[src/hw/sar_adc_pkg.sv]
// Constants for the SAR converter sequencer
package sar_adc_pkg;
  localparam int unsigned CLK_HZ = 50000000;
  // Command port offsets
  localparam logic [3:0] CTRL_OFF = 4'h0;
  localparam logic [3:0] CFG_OFF = 4'h1;
  localparam logic [3:0] RES_OFF = 4'h2;
  localparam logic [3:0] STAT_OFF = 4'h3;
  // Control register fields
  localparam int CTRL_EN_BIT = 7;
  localparam int CTRL_BUSY_BIT = 4;
  localparam int CTRL_DONE_BIT = 5;
  localparam int CTRL_BURST_BIT = 6;
  localparam int CTRL_LJ_BIT = 2;
  localparam int CTRL_SRC_LO = 0;
  // Configuration register fields
  localparam int CFG_DIV_LO = 0;
  localparam int CFG_TM_LO = 5;
  localparam int CFG_TK_LO = 8;
  localparam int CFG_PWR_LO = 12;
  localparam int CFG_RPT_LO = 16;
  localparam logic [31:0] CTRL_RESET = 32'h0000_0000;
  localparam logic [31:0] CFG_RESET = 32'h0000_0001;
  // Start sources
  localparam logic [1:0] SRC_SOFT = 2'h0;
  localparam logic [1:0] SRC_PIN = 2'h1;
  localparam logic [1:0] SRC_TMR1 = 2'h2;
  localparam logic [1:0] SRC_TMR2 = 2'h3;
  // Tracking modes
  localparam logic [1:0] TM_PRE = 2'h2;
  localparam logic [1:0] TM_POST = 2'h1;
  localparam logic [1:0] TM_DUAL = 2'h3;
  // Timing counts
  localparam int unsigned SAR_BITS = 13;
  localparam int unsigned EXTRA_CYC = 2;
  localparam int unsigned TRACK_EXTRA = 2;
  localparam int unsigned PWRUP_UNIT = 16;
endpackage

[src/hw/sar_adc_sequencer.sv]
// Control sequencer of a 12-bit SAR converter
//
// Functional notes
// - One of four start sources, chosen by src_sel.
// - Writing busy bit starts conversion; it reads one until done, but zero during burst power-up.
// - Busy falling at series end sets conversion done flag and interrupt request.
// - External pin rising edge starts conversion when selected.
// - Timer two: low overflows in 8-bit, high overflows in 16-bit.
// - Enabled while power-on bit set or burst running; else shutdown.
// - Pre-tracking converts at once outside burst, tracks whenever idle with power-on bit set.
// - Post-tracking tracks after start, then input disconnected.
// - Dual-tracking tracks after start and continuously after while power-on bit set.
// - Hardware tracking lasts tracking field plus two clocks.
// - Conversion is 13 SAR clocks plus two extra clocks.
// - Subsystem clock is system clock unless burst enabled.
// - SAR clock is subsystem clock divided by divider field plus one.
// - Burst wakes, accumulates 1/4/8/16 samples, sleeps again.
// - In burst, power-on bit picks idle power state.
// - Powered-down burst start waits power-up time first.
// - Burst runs repeat-count conversions per start.
// - Done flag and window compare only after repeat count.
// - Single sample result 12-bit, justified per justify bit.
// - Repeat above one gives right-justified unsigned sum.
`timescale 1ns/1ns
`default_nettype none
module sar_adc_sequencer (
  input wire logic clk,
  input wire logic rst,
  input wire logic clk_en,
  input wire logic [3:0] addr,
  input wire logic [31:0] wdata,
  input wire logic wr_stb,
  input wire logic rd_stb,
  output logic [31:0] rdata,
  input wire logic external_start_pin,
  input wire logic tmr1_ovf,
  input wire logic tmr2_lo_ovf,
  input wire logic tmr2_hi_ovf,
  input wire logic tmr2_16bit,
  input wire logic burst_clk_tick,
  input wire logic [11:0] sample_code,
  output logic converter_powered,
  output logic track_switch,
  output logic sar_step,
  output logic window_compare,
  output logic conv_irq
);
  import sar_adc_pkg::*;

  typedef enum logic [4:0] {
    ST_IDLE = 5'b00001,
    ST_PWRUP = 5'b00010,
    ST_TRACK = 5'b00100,
    ST_CONV = 5'b01000,
    ST_DONE = 5'b10000
  } state_t;

  state_t state_q, state_d;
  logic [31:0] ctrl_q, cfg_q;
  logic [15:0] result_q, acc_q;
  logic [7:0] cnt_q;
  logic [7:0] div_q;
  logic [4:0] rep_q;
  logic pin_s1_q, pin_s2_q, pin_prev_q;
  logic irq_q, wcmp_q;
  logic overrun_q;
  logic [31:0] rd_mux;

  wire en_bit = ctrl_q[CTRL_EN_BIT];
  wire burst_bit = ctrl_q[CTRL_BURST_BIT];
  wire lj_bit = ctrl_q[CTRL_LJ_BIT];
  wire [1:0] src_sel = ctrl_q[CTRL_SRC_LO +: 2];
  wire [7:0] div_sel = {3'h0, cfg_q[CFG_DIV_LO +: 5]};
  wire [1:0] tm_sel = cfg_q[CFG_TM_LO +: 2];
  wire [3:0] tk_sel = cfg_q[CFG_TK_LO +: 4];
  wire [3:0] pwr_sel = cfg_q[CFG_PWR_LO +: 4];
  wire [1:0] rpt_sel = cfg_q[CFG_RPT_LO +: 2];

  wire wr_ctrl = wr_stb && addr == CTRL_OFF;
  wire wr_cfg = wr_stb && addr == CFG_OFF;
  wire soft_go = wr_ctrl && wdata[CTRL_BUSY_BIT];

  // Burst oscillator tick paces the subsystem
  wire subsystem_clock_tick = burst_bit ? burst_clk_tick : 1'b1;

  // Rising edge of the synchronised pin
  wire pin_rise = pin_s2_q && !pin_prev_q;
  // Timer two overflow width follows its mode
  wire tmr2_ovf = tmr2_16bit ? tmr2_hi_ovf : tmr2_lo_ovf;
  // One lane per start source, only the selected one passes
  wire [3:0] src_event = {tmr2_ovf, tmr1_ovf, pin_rise, soft_go};
  wire [3:0] src_hit;
  genvar gi;
  generate
    for (gi = 0; gi < 4; gi = gi + 1) begin : g_src
      assign src_hit[gi] = src_event[gi] && (src_sel == 2'(gi));
    end
  endgenerate
  wire start_req = |src_hit;
  // A start that lands while a sequence runs is dropped, but noted
  wire start_lost = start_req && state_q != ST_IDLE;

  wire [4:0] rep_total = (rpt_sel == 2'h0) ? 5'd1 :
                         (rpt_sel == 2'h1) ? 5'd4 :
                         (rpt_sel == 2'h2) ? 5'd8 : 5'd16;
  wire last_rep = (rep_q + 5'd1) >= rep_total;

  // Conversion: one head clock, the SAR bits, one tail clock
  wire [7:0] conv_last = 8'(SAR_BITS) + 8'(EXTRA_CYC) - 8'h01;
  wire conv_head = state_q == ST_CONV && cnt_q == 8'h00;
  wire conv_tail = state_q == ST_CONV && cnt_q == conv_last;
  wire sar_phase = state_q == ST_CONV && !conv_head && !conv_tail;

  // SAR clock tick from divided subsystem clock
  wire sar_tick = sar_phase && subsystem_clock_tick && div_q == div_sel;
  wire [7:0] track_len = {4'h0, tk_sel} + 8'(TRACK_EXTRA);
  wire [7:0] pwr_len = 8'({4'h0, pwr_sel}) * 8'(PWRUP_UNIT);
  wire hw_track = tm_sel != TM_PRE;

  // Counter advance: SUBSYSTEM_CLOCK outside the SAR phase, SAR clock inside it
  wire cnt_step = sar_phase ? sar_tick : subsystem_clock_tick;
  wire state_move = state_d != state_q;

  // Enabled while power-on bit set or burst work active
  wire active = state_q != ST_IDLE;
  // In burst the power-on bit only sets the idle state
  wire burst_awake = burst_bit && active;
  assign converter_powered = en_bit || burst_awake;

  // Pre-tracking follows the input whenever idle with the power-on bit set
  wire idle_track_pre = tm_sel == TM_PRE;
  // Dual-tracking also follows the input between conversions
  wire idle_track_dual = tm_sel == TM_DUAL;
  // Post-tracking leaves the input open while idle
  wire idle_track = en_bit && (idle_track_pre || idle_track_dual);
  assign track_switch = (state_q == ST_TRACK) ||
                        (state_q == ST_IDLE && idle_track);
  assign sar_step = sar_tick;
  assign window_compare = wcmp_q;
  assign conv_irq = irq_q;

  wire [15:0] sum_next = acc_q + {4'h0, sample_code};
  wire [15:0] single_res = lj_bit ? {sample_code, 4'h0} :
                                    {4'h0, sample_code};

  always_comb begin
    state_d = state_q;
    case (state_q)
      ST_IDLE: begin
        if (start_req && (en_bit || !burst_bit))
          state_d = hw_track ? ST_TRACK : ST_CONV;
        else if (start_req && burst_bit)
          state_d = ST_PWRUP;
      end
      ST_PWRUP: begin
        if (subsystem_clock_tick && cnt_q >= pwr_len)
          state_d = ST_TRACK;
      end
      ST_TRACK: begin
        if (subsystem_clock_tick && cnt_q + 8'h01 >= track_len)
          state_d = ST_CONV;
      end
      ST_CONV: begin
        if (conv_tail && subsystem_clock_tick)
          state_d = ST_DONE;
      end
      ST_DONE: begin
        // Burst continues the series on its own
        if (burst_bit && !last_rep)
          state_d = ST_TRACK;
        else
          state_d = ST_IDLE;
      end
      default: state_d = ST_IDLE;
    endcase
  end

  // Two-stage synchroniser for the asynchronous pin
  always_ff @(posedge clk) begin
    if (rst) begin
      pin_s1_q <= 1'b0;
      pin_s2_q <= 1'b0;
    end else if (clk_en) begin
      pin_s1_q <= external_start_pin;
      pin_s2_q <= pin_s1_q;
    end
  end

  // Edge history resets to the pin's idle level: no false edge
  always_ff @(posedge clk) begin
    if (rst) begin
      pin_prev_q <= 1'b0;
    end else if (clk_en) begin
      pin_prev_q <= pin_s2_q;
    end
  end

  always_ff @(posedge clk) begin
    if (rst) begin
      state_q <= ST_IDLE;
    end else if (clk_en) begin
      state_q <= state_d;
    end
  end

  // Phase counter restarts on every state change
  always_ff @(posedge clk) begin
    if (rst) begin
      cnt_q <= 8'h00;
    end else if (clk_en) begin
      if (state_move)
        cnt_q <= 8'h00;
      else if (cnt_step)
        cnt_q <= cnt_q + 8'h01;
    end
  end

  // Divider only runs inside the SAR phase
  always_ff @(posedge clk) begin
    if (rst) begin
      div_q <= 8'h00;
    end else if (clk_en) begin
      if (!sar_phase || sar_tick)
        div_q <= 8'h00;
      else if (subsystem_clock_tick)
        div_q <= div_q + 8'h01;
    end
  end

  // Only the first start of a series clears the sums
  wire series_open = state_q == ST_IDLE && state_d != ST_IDLE &&
                     rep_q == 5'h00;
  wire sample_take = state_q == ST_DONE;
  wire series_end = sample_take && last_rep;

  always_ff @(posedge clk) begin
    if (rst) begin
      acc_q <= 16'h0000;
    end else if (clk_en) begin
      if (series_open || series_end)
        acc_q <= 16'h0000;
      else if (sample_take)
        acc_q <= sum_next;
    end
  end

  // Repeat counter walks the series, in normal mode too
  always_ff @(posedge clk) begin
    if (rst) begin
      rep_q <= 5'h00;
    end else if (clk_en) begin
      if (series_open || series_end)
        rep_q <= 5'h00;
      else if (sample_take)
        rep_q <= rep_q + 5'h01;
    end
  end

  // Result and compare only after full series
  always_ff @(posedge clk) begin
    if (rst) begin
      result_q <= 16'h0000;
    end else if (clk_en && series_end) begin
      result_q <= (rep_total == 5'd1) ? single_res : sum_next;
    end
  end

  always_ff @(posedge clk) begin
    if (rst) begin
      wcmp_q <= 1'b0;
    end else if (clk_en) begin
      wcmp_q <= series_end;
    end
  end

  wire [31:0] ctrl_wr = wdata & ~(32'h1 << CTRL_BUSY_BIT);
  // Busy holds through a burst series, power-up excluded
  wire busy_next = (state_d != ST_IDLE && state_d != ST_PWRUP) ||
                   (sample_take && !series_end);

  always_ff @(posedge clk) begin
    if (rst) begin
      cfg_q <= CFG_RESET;
    end else if (clk_en && wr_cfg) begin
      cfg_q <= wdata;
    end
  end

  // Set wins over a simultaneous software clear
  always_ff @(posedge clk) begin
    if (rst) begin
      ctrl_q <= CTRL_RESET;
    end else if (clk_en) begin
      if (wr_ctrl)
        ctrl_q <= ctrl_wr;
      ctrl_q[CTRL_BUSY_BIT] <= busy_next;
      if (series_end)
        ctrl_q[CTRL_DONE_BIT] <= 1'b1;
    end
  end

  // Done pulse beside the flag; interrupt enable lives outside
  always_ff @(posedge clk) begin
    if (rst) begin
      irq_q <= 1'b0;
    end else if (clk_en) begin
      irq_q <= series_end;
    end
  end

  // Dropped start is sticky until the next control write
  always_ff @(posedge clk) begin
    if (rst) begin
      overrun_q <= 1'b0;
    end else if (clk_en) begin
      if (start_lost)
        overrun_q <= 1'b1;
      else if (wr_ctrl)
        overrun_q <= 1'b0;
    end
  end

  wire [31:0] res_word = {16'h0000, result_q};
  wire [31:0] stat_word = {10'h000, overrun_q, rep_q, cnt_q, 3'h0, state_q};
  wire sel_ctrl = addr == CTRL_OFF;
  wire sel_cfg = addr == CFG_OFF;
  wire sel_res = addr == RES_OFF;
  wire sel_stat = addr == STAT_OFF;
  // Unmapped words fall through to zero
  assign rd_mux = ({32{sel_ctrl}} & ctrl_q) |
                  ({32{sel_cfg}} & cfg_q) |
                  ({32{sel_res}} & res_word) |
                  ({32{sel_stat}} & stat_word);

  always_ff @(posedge clk) begin
    if (rst) begin
      rdata <= 32'h0;
    end else if (clk_en) begin
      rdata <= rd_stb ? rd_mux : 32'h0;
    end
  end
endmodule
`default_nettype wire

[config.mk]
export PLATFORM = sky130hd
export DESIGN_NAME = sar_adc_sequencer
export DESIGN_NICKNAME = d
export VERILOG_FILES = /design/src/hw/sar_adc_pkg.sv /design/src/hw/sar_adc_sequencer.sv
export SDC_FILE = /design/constraint.sdc
export NUM_CORES = 1
export LEC_CHECK = 0
export BUFFER_PORTS_ARGS = -buffer_cell sky130_fd_sc_hd__buf_2
export CELL_PAD_IN_SITES_DETAIL_PLACEMENT = 1
export CELL_PAD_IN_SITES_GLOBAL_PLACEMENT = 1
export CORE_UTILIZATION = 35
export CTS_CLUSTER_SIZE = 30
export DETAILED_ROUTE_END_ITERATION = 16
export PLACE_DENSITY = 0.75
export SYNTH_ARGS = -nofsm -noshare
export SYNTH_HDL_FRONTEND = slang
export SYNTH_SLANG_ARGS = --single-unit
[constraint.sdc]
create_clock -name clk -period 4.32 [get_ports clk]
set_input_delay 0.216 -clock clk [delete_from_list [all_inputs] [get_ports clk]]
set_output_delay 0.216 -clock clk [all_outputs]
set_load 0.05 [all_outputs]
==> flow_metrics.tcl, run 1 <==
set metrics [dict create \
    slew_violations 0 \
    clk_transition_reported_paths_ns 0.07 \
    ys_types 74 \
    ir_drop_uv 229 \
    syn2layout_area_growth_pct 15.5 \
    finalCritPeriodShare_pct 76.5 \
    final_util_pct 41.5 \
    critPathArrivalTime_ns 3.69 \
    drcViolationCount 0 \
    powerDensity_nw_per_um2 344 \
    p_leak_nw 3.55 \
    wire_per_inst_um 18.7 \
    synth_nets 1116 \
    nets 1170 \
    seq_area_frac_synth_pct 38.9 \
    synth_edf_count 0 \
    path_cells "or2_2, inv_1, ha_1, or3b_1, a221o_1, a32oi_2, o21ai_2, a211oi_4, and4_1, a22o_1" \
    clk_latency_ns 0.44 \
    wirelength_mm 26.2 \
    numPortBuffers 95 \
    diodes 0 \
    drive_gt1_share_pct 14.3 \
    layout_commonest_cell "nand2_1" \
    status "finished clean" \
    seq_area_um2 3180 \
    max_freq_mhz 303 \
    reg2reg_from "cfg_q[16]" \
    setup-tns-final_ns 0 \
    final_cell_mix "168 x nand2_1, 159 x dfxtp_1, 134 x a21oi_1" \
    die_h_um 155 \
    finClkSkew_ns 0.00724 \
    cp_slowest_cell "or3b_1" \
    final_antenna_net_count 0 \
    cts_tree "done" \
    gp_congestion 0.855 \
    grtUsageTotal_pct 22.6 \
    slew_headroom_pct 39.9 \
    multi_input_area_um2 4650 \
    overflow 0 \
    cts_root_buf "clkbuf_16" \
    ys.warnings.count 0 \
    syn_inst 1024 \
    ys_ff_latch 159 \
    synthArstFlopShare_pct 0 \
    hold-worst-slack_ns 0.0239 \
    dr.pass1.iters 5 \
    hold_path_depth 3 \
    cp_top_family "compound AO/OA/AOI/OAI gates" \
    dp_hpwl_mm 18.5 \
    cts.sinks 159 \
    post-cts-setup-buffers 0 \
    grt_pass1_wl_mm 42.6 \
    ys.flop_type "dfxtp_1" \
    syn_area_per_cell_um2 8.00 \
    fin_crit_ns 3.30 \
    hold_path_class "in -> reg" \
    routed_via_density 5.54 \
    r2r_end "cnt_q[1]" \
    cts_made_buffers 17 \
    crit_path_start "cfg_q[16]" \
    netlist_area_um2 8190 \
    hp-start "wdata[30]" \
    initial_core_util_pct 36.0 \
    start_kind "flip-flop" \
    crit_fanout 14 \
    fillers 2794 \
    fin_cells 1404 \
    antenna_found_initial 0 \
    r2r_slack_ns 1.02 \
    cts_resized 0 \
    hold_viol_final 0 \
    die_w_um 155 \
    hold_end "cfg_q[30]" \
    cp-end-kind "flip-flop" \
    die-area_um2 24000 \
    ios 96 \
    holdBufCountCts 0 \
    maxCapViolations 0 \
    rr_worst_depth 10 \
    fp-row-count 55 \
    dp_cells 1372 \
    clk_path_buf_depth 2 \
    vias 7774 \
    setup_viol 0 \
    grt_pass1_vias 7800 \
    grt_max_degree 53 \
    p_total_mw 3.26 \
    max_stage_delay_ns 0.40 \
    worst_pin_slew_ns 0.901 \
    cp.depth 10 \
    crit_type "reg -> reg" \
    worstPathRequired_ns 4.70 \
    drt_iter0_markers 521 \
    htreeDepth 4 \
    placeableCoreArea_um2 22800 \
    grt_setup_unrepaired "no" \
    critPathBufInv 1 \
]
==> how the worst max path moves through the flow <==
stage               end
4_1_cts        cnt_q[1]
6_report       cnt_q[1]
2_1_floorplan  cnt_q[0]
5_1_grt        cnt_q[0]
3_3_place_gp   cnt_q[0]
3_5_place_dp   cnt_q[1]
==> cells in the mapped netlist (8+ instances only) <==
| cell | count | area share (%) |
|---|---|---|
| nand2_1 | 168 | 7.7 |
| dfxtp_1 | 159 | 39 |
| a21oi_1 | 134 | 8.2 |
| nor2_1 | 109 | 5.0 |
| clkbuf_1 | 54 | 2.5 |
| a22oi_1 | 51 | 4.7 |
| ha_1 | 32 | 4.9 |
| nand3_1 | 20 | 1.2 |
| inv_1 | 18 | 0.82 |
| nor3_1 | 17 | 1.0 |
| xor2_1 | 16 | 1.7 |
| and3_1 | 15 | 1.1 |
| o21ai_0 | 15 | 0.92 |
| xnor2_1 | 15 | 1.6 |
| mux2i_1 | 14 | 1.7 |
| a211oi_1 | 11 | 1.0 |
| a21o_1 | 10 | 0.92 |
| nand2b_1 | 10 | 0.76 |
| nand4_1 | 10 | 0.76 |
| a222oi_1 | 9 | 1.1 |
| a31oi_1 | 8 | 0.61 |
| and2_1 | 8 | 0.61 |
| buf_1 | 8 | 0.37 |
==> tightest hold or removal path, delay by kind of cell <==
kind                   cells  cell delay [ns]
buffers and inverters      1             0.11
AND/OR/NAND/NOR            1             0.05
AO/OA/AOI/OAI              1             0.05
==> power by group <==
group          switching, mW  total, mW  internal [mW]
Sequential            0.0150       1.49           1.48
Clock                  0.668       1.55          0.880
Combinational          0.147      0.220         0.0730
Total                  0.830       3.26           2.43
==> cell families after synthesis <==
group / after synthesis / share of synthesized area [%]
simple gates: 399 / 22.5
xor+xnor: 31 / 3.31
mux: 15 / 1.85
buf+inv: 91 / 4.46
flops: 159 / 38.9
compound gates: 296 / 23.9
fa+ha+maj: 33 / 5.13
==> cell type report <==
cell class | count | area share (%)
clock inverters | 13 | 1.60
inverters | 18 | 0.714
well taps | 313 | 4.14
flip-flops and latches | 159 | 33.6
clock buffers | 19 | 4.68
multi-input cells | 774 | 49.1
repair buffers | 108 | 6.08
==> through the flow <==
step,worst slack (ns),area (µm²)
after global placement,1.15,8870
after floorplan,1.09,8190
final,1.02,9460
after global routing,0.764,9460
after CTS,1.02,9460
after detailed placement,1.05,8870
==> state kept, by name (all words and copies together), names as in the netlist <==
signal,count
cfg_q,32
ctrl_q,32
rdata,32
acc_q,16
result_q,16
cnt_q,8
div_q,8
rep_q,5
state_q,5
conv_irq,1
overrun_q,1
pin_prev_q,1
pin_s1_q,1
pin_s2_q,1
==> metal layers <==
metal	GRT usage [%]	wire, µm
met5	0	0
met2	37.2	12400
met3	3.90	1110
met4	6.98	435
met1	30.1	12300
Power figures use the tool's default switching activity.
==> inputs of run 2 (changes only) <==
==> constraint.sdc (replaced) <==
create_clock -name clk -period 3.4 [get_ports clk]
set_input_delay 0.17 -clock clk [delete_from_list [all_inputs] [get_ports clk]]
set_output_delay 0.17 -clock clk [all_outputs]
set_load 0.05 [all_outputs]
==> flow_metrics.tcl, run 2 (synthesized netlist as in run 1, its figures left out) <==
set metrics [dict create \
    status "finished clean" \
    dr.pass1.iters 8 \
    rr_worst_depth 11 \
    gp_congestion 0.846 \
    finalCritPeriodShare_pct 94.0 \
    final_util_pct 42.8 \
    wirelength_mm 27.3 \
    max_stage_delay_ns 0.47 \
    start_kind "flip-flop" \
    layout_commonest_cell "nand2_1" \
    cts_tree "done" \
    hold_path_depth 3 \
    maxCapViolations 0 \
    grt_pass1_wl_mm 43.6 \
    placeableCoreArea_um2 22800 \
    slew_violations 0 \
    p_switching_mw 1.07 \
    multi_input_area_um2 4650 \
    routed_via_density 5.51 \
    pwr-share-clk_pct 45.3 \
    drt_iter0_markers 489 \
    clk_latency_ns 0.44 \
    worstPathRequired_ns 3.79 \
    cts.sinks 159 \
    path_cells "ha_1, nand3_1, xnor2_1, ha_1, and3_1, a221o_1, a32oi_2, o21ai_2, a211oi_4, and4_1, mux2_1" \
    hp-start "wdata[2]" \
    pwr-share-seq_pct 47.1 \
    crit_top_cell "ha_1" \
    antenna_found_initial 0 \
    grtUsageTotal_pct 23.2 \
    die_w_um 155 \
    syn2layout_area_growth_pct 19.0 \
    r2r_slack_ns 0.21 \
    worst_pin_slew_ns 1.04 \
    final_antenna_net_count 0 \
    p_total_mw 4.02 \
    drive_gt1_share_pct 14.3 \
    dp_hpwl_mm 18.5 \
    cp_slowest_cell "dfxtp_1" \
    grt_util_met3_pct 3.18 \
    grt_max_degree 66 \
    hold_path_class "in -> reg" \
    nets 1204 \
    grt_util_met1_pct 30.4 \
    powerDensity_nw_per_um2 413 \
    p_comb_share_pct 7.6 \
    critPathArrivalTime_ns 3.58 \
    setup-tns-final_ns 0 \
    setup_viol 0 \
    seq_area_um2 3180 \
    clk_path_buf_depth 2 \
    hold-worst-slack_ns 0.0138 \
    use_met2_pct 38.9 \
    grt_setup_unrepaired "no" \
    max_freq_mhz 313 \
    ios 96 \
    vias 7926 \
    fp-row-count 55 \
    finClkSkew_ns 0.00987 \
    crit_fanout 10 \
    grt.busiest_layer "met2" \
    numPortBuffers 95 \
    cp-end-kind "flip-flop" \
    diodes 0 \
    cts_made_buffers 17 \
    p_leak_nw 3.67 \
    htreeDepth 4 \
    slew_headroom_pct 30.9 \
    drcViolationCount 0 \
    cts_root_buf "clkbuf_16" \
    largest_registers "cfg_q (32), ctrl_q (32), rdata (32)" \
    die-area_um2 24000 \
    crit_type "reg -> reg" \
    initial_core_util_pct 36.0 \
    reg2reg_from "rep_q[0]" \
    hold_viol_final 0 \
    fillers 2759 \
    hold_end "ctrl_q[2]" \
    clk_transition_reported_paths_ns 0.07 \
    final_cell_mix "167 x nand2_1, 159 x dfxtp_1, 134 x a21oi_1" \
    internal-power_mw 2.96 \
    grt_pass1_vias 8103 \
    die_h_um 155 \
    r2r_end "cnt_q[0]" \
    fin_crit_ns 3.19 \
    wire_per_inst_um 19.0 \
    ir_drop_uv 307 \
    switching_share_pct 26.5 \
    overflow 0 \
]
==> run 2: area by class of cell <==
cell class / instances / share of cell area [%]
Clock buffer: 19 / 4.54
Tap cell: 313 / 4.02
Sequential cell: 159 / 32.7
Clock inverter: 13 / 1.07
Timing Repair Buffer: 142 / 9.29
Inverter: 18 / 0.693
Multi-Input combinational cell: 774 / 47.7
==> run 2: worst max path at each step <==
stage | start | endpoint | slack [ns]
final | rep_q[0] | cnt_q[0] | 0.21
after global routing | rep_q[0] | cnt_q[3] | 0.02
after CTS | rep_q[0] | result_q[14] | 0.22
after detailed placement | rep_q[0] | result_q[14] | 0.25
after global placement | rep_q[0] | cnt_q[0] | 0.44
after floorplan | cfg_q[16] | cnt_q[0] | 0.17
==> run 2: power by group through the flow <==
stage                     clock, mW  sequential (mW)  combinational [mW]
after floorplan                   0             1.93               0.170
final                          1.82             1.89               0.306
after detailed placement          0             1.94               0.275
after global placement            0             1.94               0.271
after CTS                      1.85             1.89               0.303
after global routing           1.92             1.90               0.332
==> run 2: metrics by stage <==
step,cell area (µm²),std cells,setup slack (ns)
final,9750,1438,0.205
after global routing,9750,1438,0.0213
after CTS,9750,1438,0.221
after detailed placement,8900,1376,0.251
after global placement,8900,1376,0.437
after floorplan,8190,1024,0.174
==> run 2: repair_timing <==
| action | 4_1_cts | 5_1_grt |
|---|---|---|
| hold buffers | 30 | 0 |
| endpoints found under the hold margin | 50 | 0 |
| gates resized for setup | 0 | 1 |
| setup endpoints to repair | 0 | 1 |
| setup buffers | 0 | 0 |
==> run 2: routing by layer <==
metal	wire [µm]	vias to the layer above
met5	0	-
met4	441	0
met3	970	33
met2	13300	151
met1	12600	3904
li1	-	3838
==> run 2: critical path: cells and delay by family (launching register included) <==
kind / cells / cell delay [ns]
xor+xnor: 1 / 0.24
flops: 1 / 0.47
compound gates: 4 / 1.07
fa+ha+maj: 2 / 0.58
mux: 1 / 0.15
simple gates: 3 / 0.61
==> inputs of run 3 (changes only) <==
--- a/config.mk
+++ b/config.mk
@@ -5,13 +5,13 @@
 export SDC_FILE = /design/constraint.sdc
 export NUM_CORES = 1
 export LEC_CHECK = 0
-export BUFFER_PORTS_ARGS = -buffer_cell sky130_fd_sc_hd__buf_2
 export CELL_PAD_IN_SITES_DETAIL_PLACEMENT = 1
 export CELL_PAD_IN_SITES_GLOBAL_PLACEMENT = 1
 export CORE_UTILIZATION = 35
 export CTS_CLUSTER_SIZE = 30
 export DETAILED_ROUTE_END_ITERATION = 16
-export PLACE_DENSITY = 0.75
+export DONT_BUFFER_PORTS = 1
+export PLACE_DENSITY = 0.71
 export SYNTH_ARGS = -nofsm -noshare
 export SYNTH_HDL_FRONTEND = slang
 export SYNTH_SLANG_ARGS = --single-unit
==> flow_metrics.tcl, run 3 (synthesized netlist as in run 1, its figures left out) <==
set metrics [dict create \
    slew_violations 0 \
    fin_crit_ns 3.14 \
    ios 96 \
    p_leak_nw 3.26 \
    grt_max_degree 143 \
    cts_tree "done" \
    cts_root_buf "clkbuf_16" \
    post_dp_cell_area_um2 8410 \
    cp_slowest_cell "dfxtp_1" \
    crit_top_cell "ha_1" \
    gp_congestion 0.901 \
    grt_pass1_vias 7531 \
    hold-worst-slack_ns 0.0402 \
    antenna_found_initial 1 \
    drcViolationCount 0 \
    placeableCoreArea_um2 22800 \
    drive_gt1_share_pct 6.29 \
    setup-tns-final_ns 0 \
    crit_type "reg -> reg" \
    syn2layout_area_growth_pct 13.9 \
    fp-row-count 55 \
    path_cells "ha_1, nand3_1, xnor2_1, ha_1, and3_1, a221o_1, a32oi_2, o21ai_2, a211oi_4, and4_1, mux2_1" \
    fin_area_um2 9330 \
    p_total_mw 3.96 \
    cp-end-kind "flip-flop" \
    slew_headroom_pct 34.6 \
    hold_viol_final 0 \
    nets 1113 \
    finalCritPeriodShare_pct 92.3 \
    finClkSkew_ns 0.0119 \
    final_antenna_net_count 0 \
    final_cell_mix "168 x nand2_1, 159 x dfxtp_1, 134 x a21oi_1" \
    clk_latency_ns 0.44 \
    routed_via_density 5.62 \
    initial_core_util_pct 36.0 \
    htreeDepth 4 \
    worst_pin_slew_ns 0.980 \
    crit_fanout 10 \
    grtUsageTotal_pct 22.3 \
    drt_iter0_markers 494 \
    clk_transition_reported_paths_ns 0.07 \
    vias 7571 \
    overflow 0 \
    powerDensity_nw_per_um2 424 \
    max_stage_delay_ns 0.45 \
    multi_input_area_um2 4650 \
    clk_path_buf_depth 2 \
    setup_viol 0 \
    cts.sinks 159 \
    cp_top_family "compound AO/OA/AOI/OAI gates" \
    wirelength_mm 26.4 \
    grt_pass1_wl_mm 41.8 \
    critPathArrivalTime_ns 3.52 \
    wire_per_inst_um 19.6 \
    fillers 2759 \
    start_kind "flip-flop" \
    largest_registers "cfg_q (32), ctrl_q (32), rdata (32)" \
    critPathBufInv 0 \
    dr.pass1.iters 7 \
    max_freq_mhz 319 \
    die-area_um2 24000 \
    status "finished clean" \
    dp_hpwl_mm 17.9 \
    worstPathRequired_ns 3.78 \
    cts_made_buffers 17 \
    numPortBuffers 0 \
    grt_setup_unrepaired "no" \
    die_w_um 155 \
    maxCapViolations 0 \
    layout_commonest_cell "nand2_1" \
    seq_area_um2 3180 \
    die_h_um 155 \
    ir_drop_uv 346 \
    hold_path_class "in -> reg" \
]
==> run 3: cell count changes in the layout (fill, tap and decap cells not counted), sizes merged <==
cell | before | now
diode | 0 | 1
clkbuf | 19 | 18
dlygate4sd3 | 30 | 35
buf | 112 | 16
clkinv | 3 | 4
==> run 3: metal layers <==
| metal | global-route usage [%] | vias up | part of all wire (%) |
|---|---|---|---|
| met5 | 0 | - | 0 |
| met4 | 6.93 | 0 | 1.4 |
| met3 | 4.54 | 25 | 4.8 |
| met2 | 36.1 | 158 | 48 |
| met1 | 29.6 | 3716 | 46 |
| li1 | - | 3672 | - |
==> run 3: report_power, final <==
part	internal, mW	switching [mW]
clock network	0.963	0.842
registers	1.88	0.0205
logic	0.0984	0.162
total	2.94	1.02
==> run 3: worst register-to-register path, stage by stage (launching register included) <==
cell and delay (ns):
dfxtp_1 0.45, ha_1 0.27, nand3_1 0.11, xnor2_1 0.24
ha_1 0.30, and3_1 0.17, a221o_1 0.35, a32oi_2 0.23
o21ai_2 0.10, a211oi_4 0.40, and4_1 0.33, mux2_1 0.15
==> run 3: worst paths after layout <==
path	end	cells past startpoint	slack, ns	from
setup / recovery	cnt_q[0]	11	0.26	rep_q[0]
hold / removal	state_q[2]	3	0.04	clk_en
setup reg to reg	cnt_q[0]	11	0.26	rep_q[0]
hold reg to reg	ctrl_q[14]	2	0.46	ctrl_q[14]
==> run 3: per-stage QoR <==
stage               util, %  instances  setup slack (ns)
global route           41.0       1347            0.0815
detailed placement     36.9       1279             0.299
finish                 41.0       1348             0.262
global placement       36.9       1279             0.424
floorplan                 -       1024             0.174
CTS                    41.0       1347             0.284
==> run 3: cell type report <==
cell class | count | area share, %
multi-input cells | 774 | 49.8
repair buffers | 51 | 5.26
clock inverters | 14 | 1.14
flip-flops and latches | 159 | 34.1
well taps | 313 | 4.20
diodes | 1 | 0.0268
clock buffers | 18 | 4.71
inverters | 18 | 0.724
==> run 3: repair_timing <==
action | in CTS | in global routing
hold buffers | 36 | 0
buffers inserted | 0 | 0
endpoints found under the hold margin | 145 | 0
resized for setup | 0 | 0
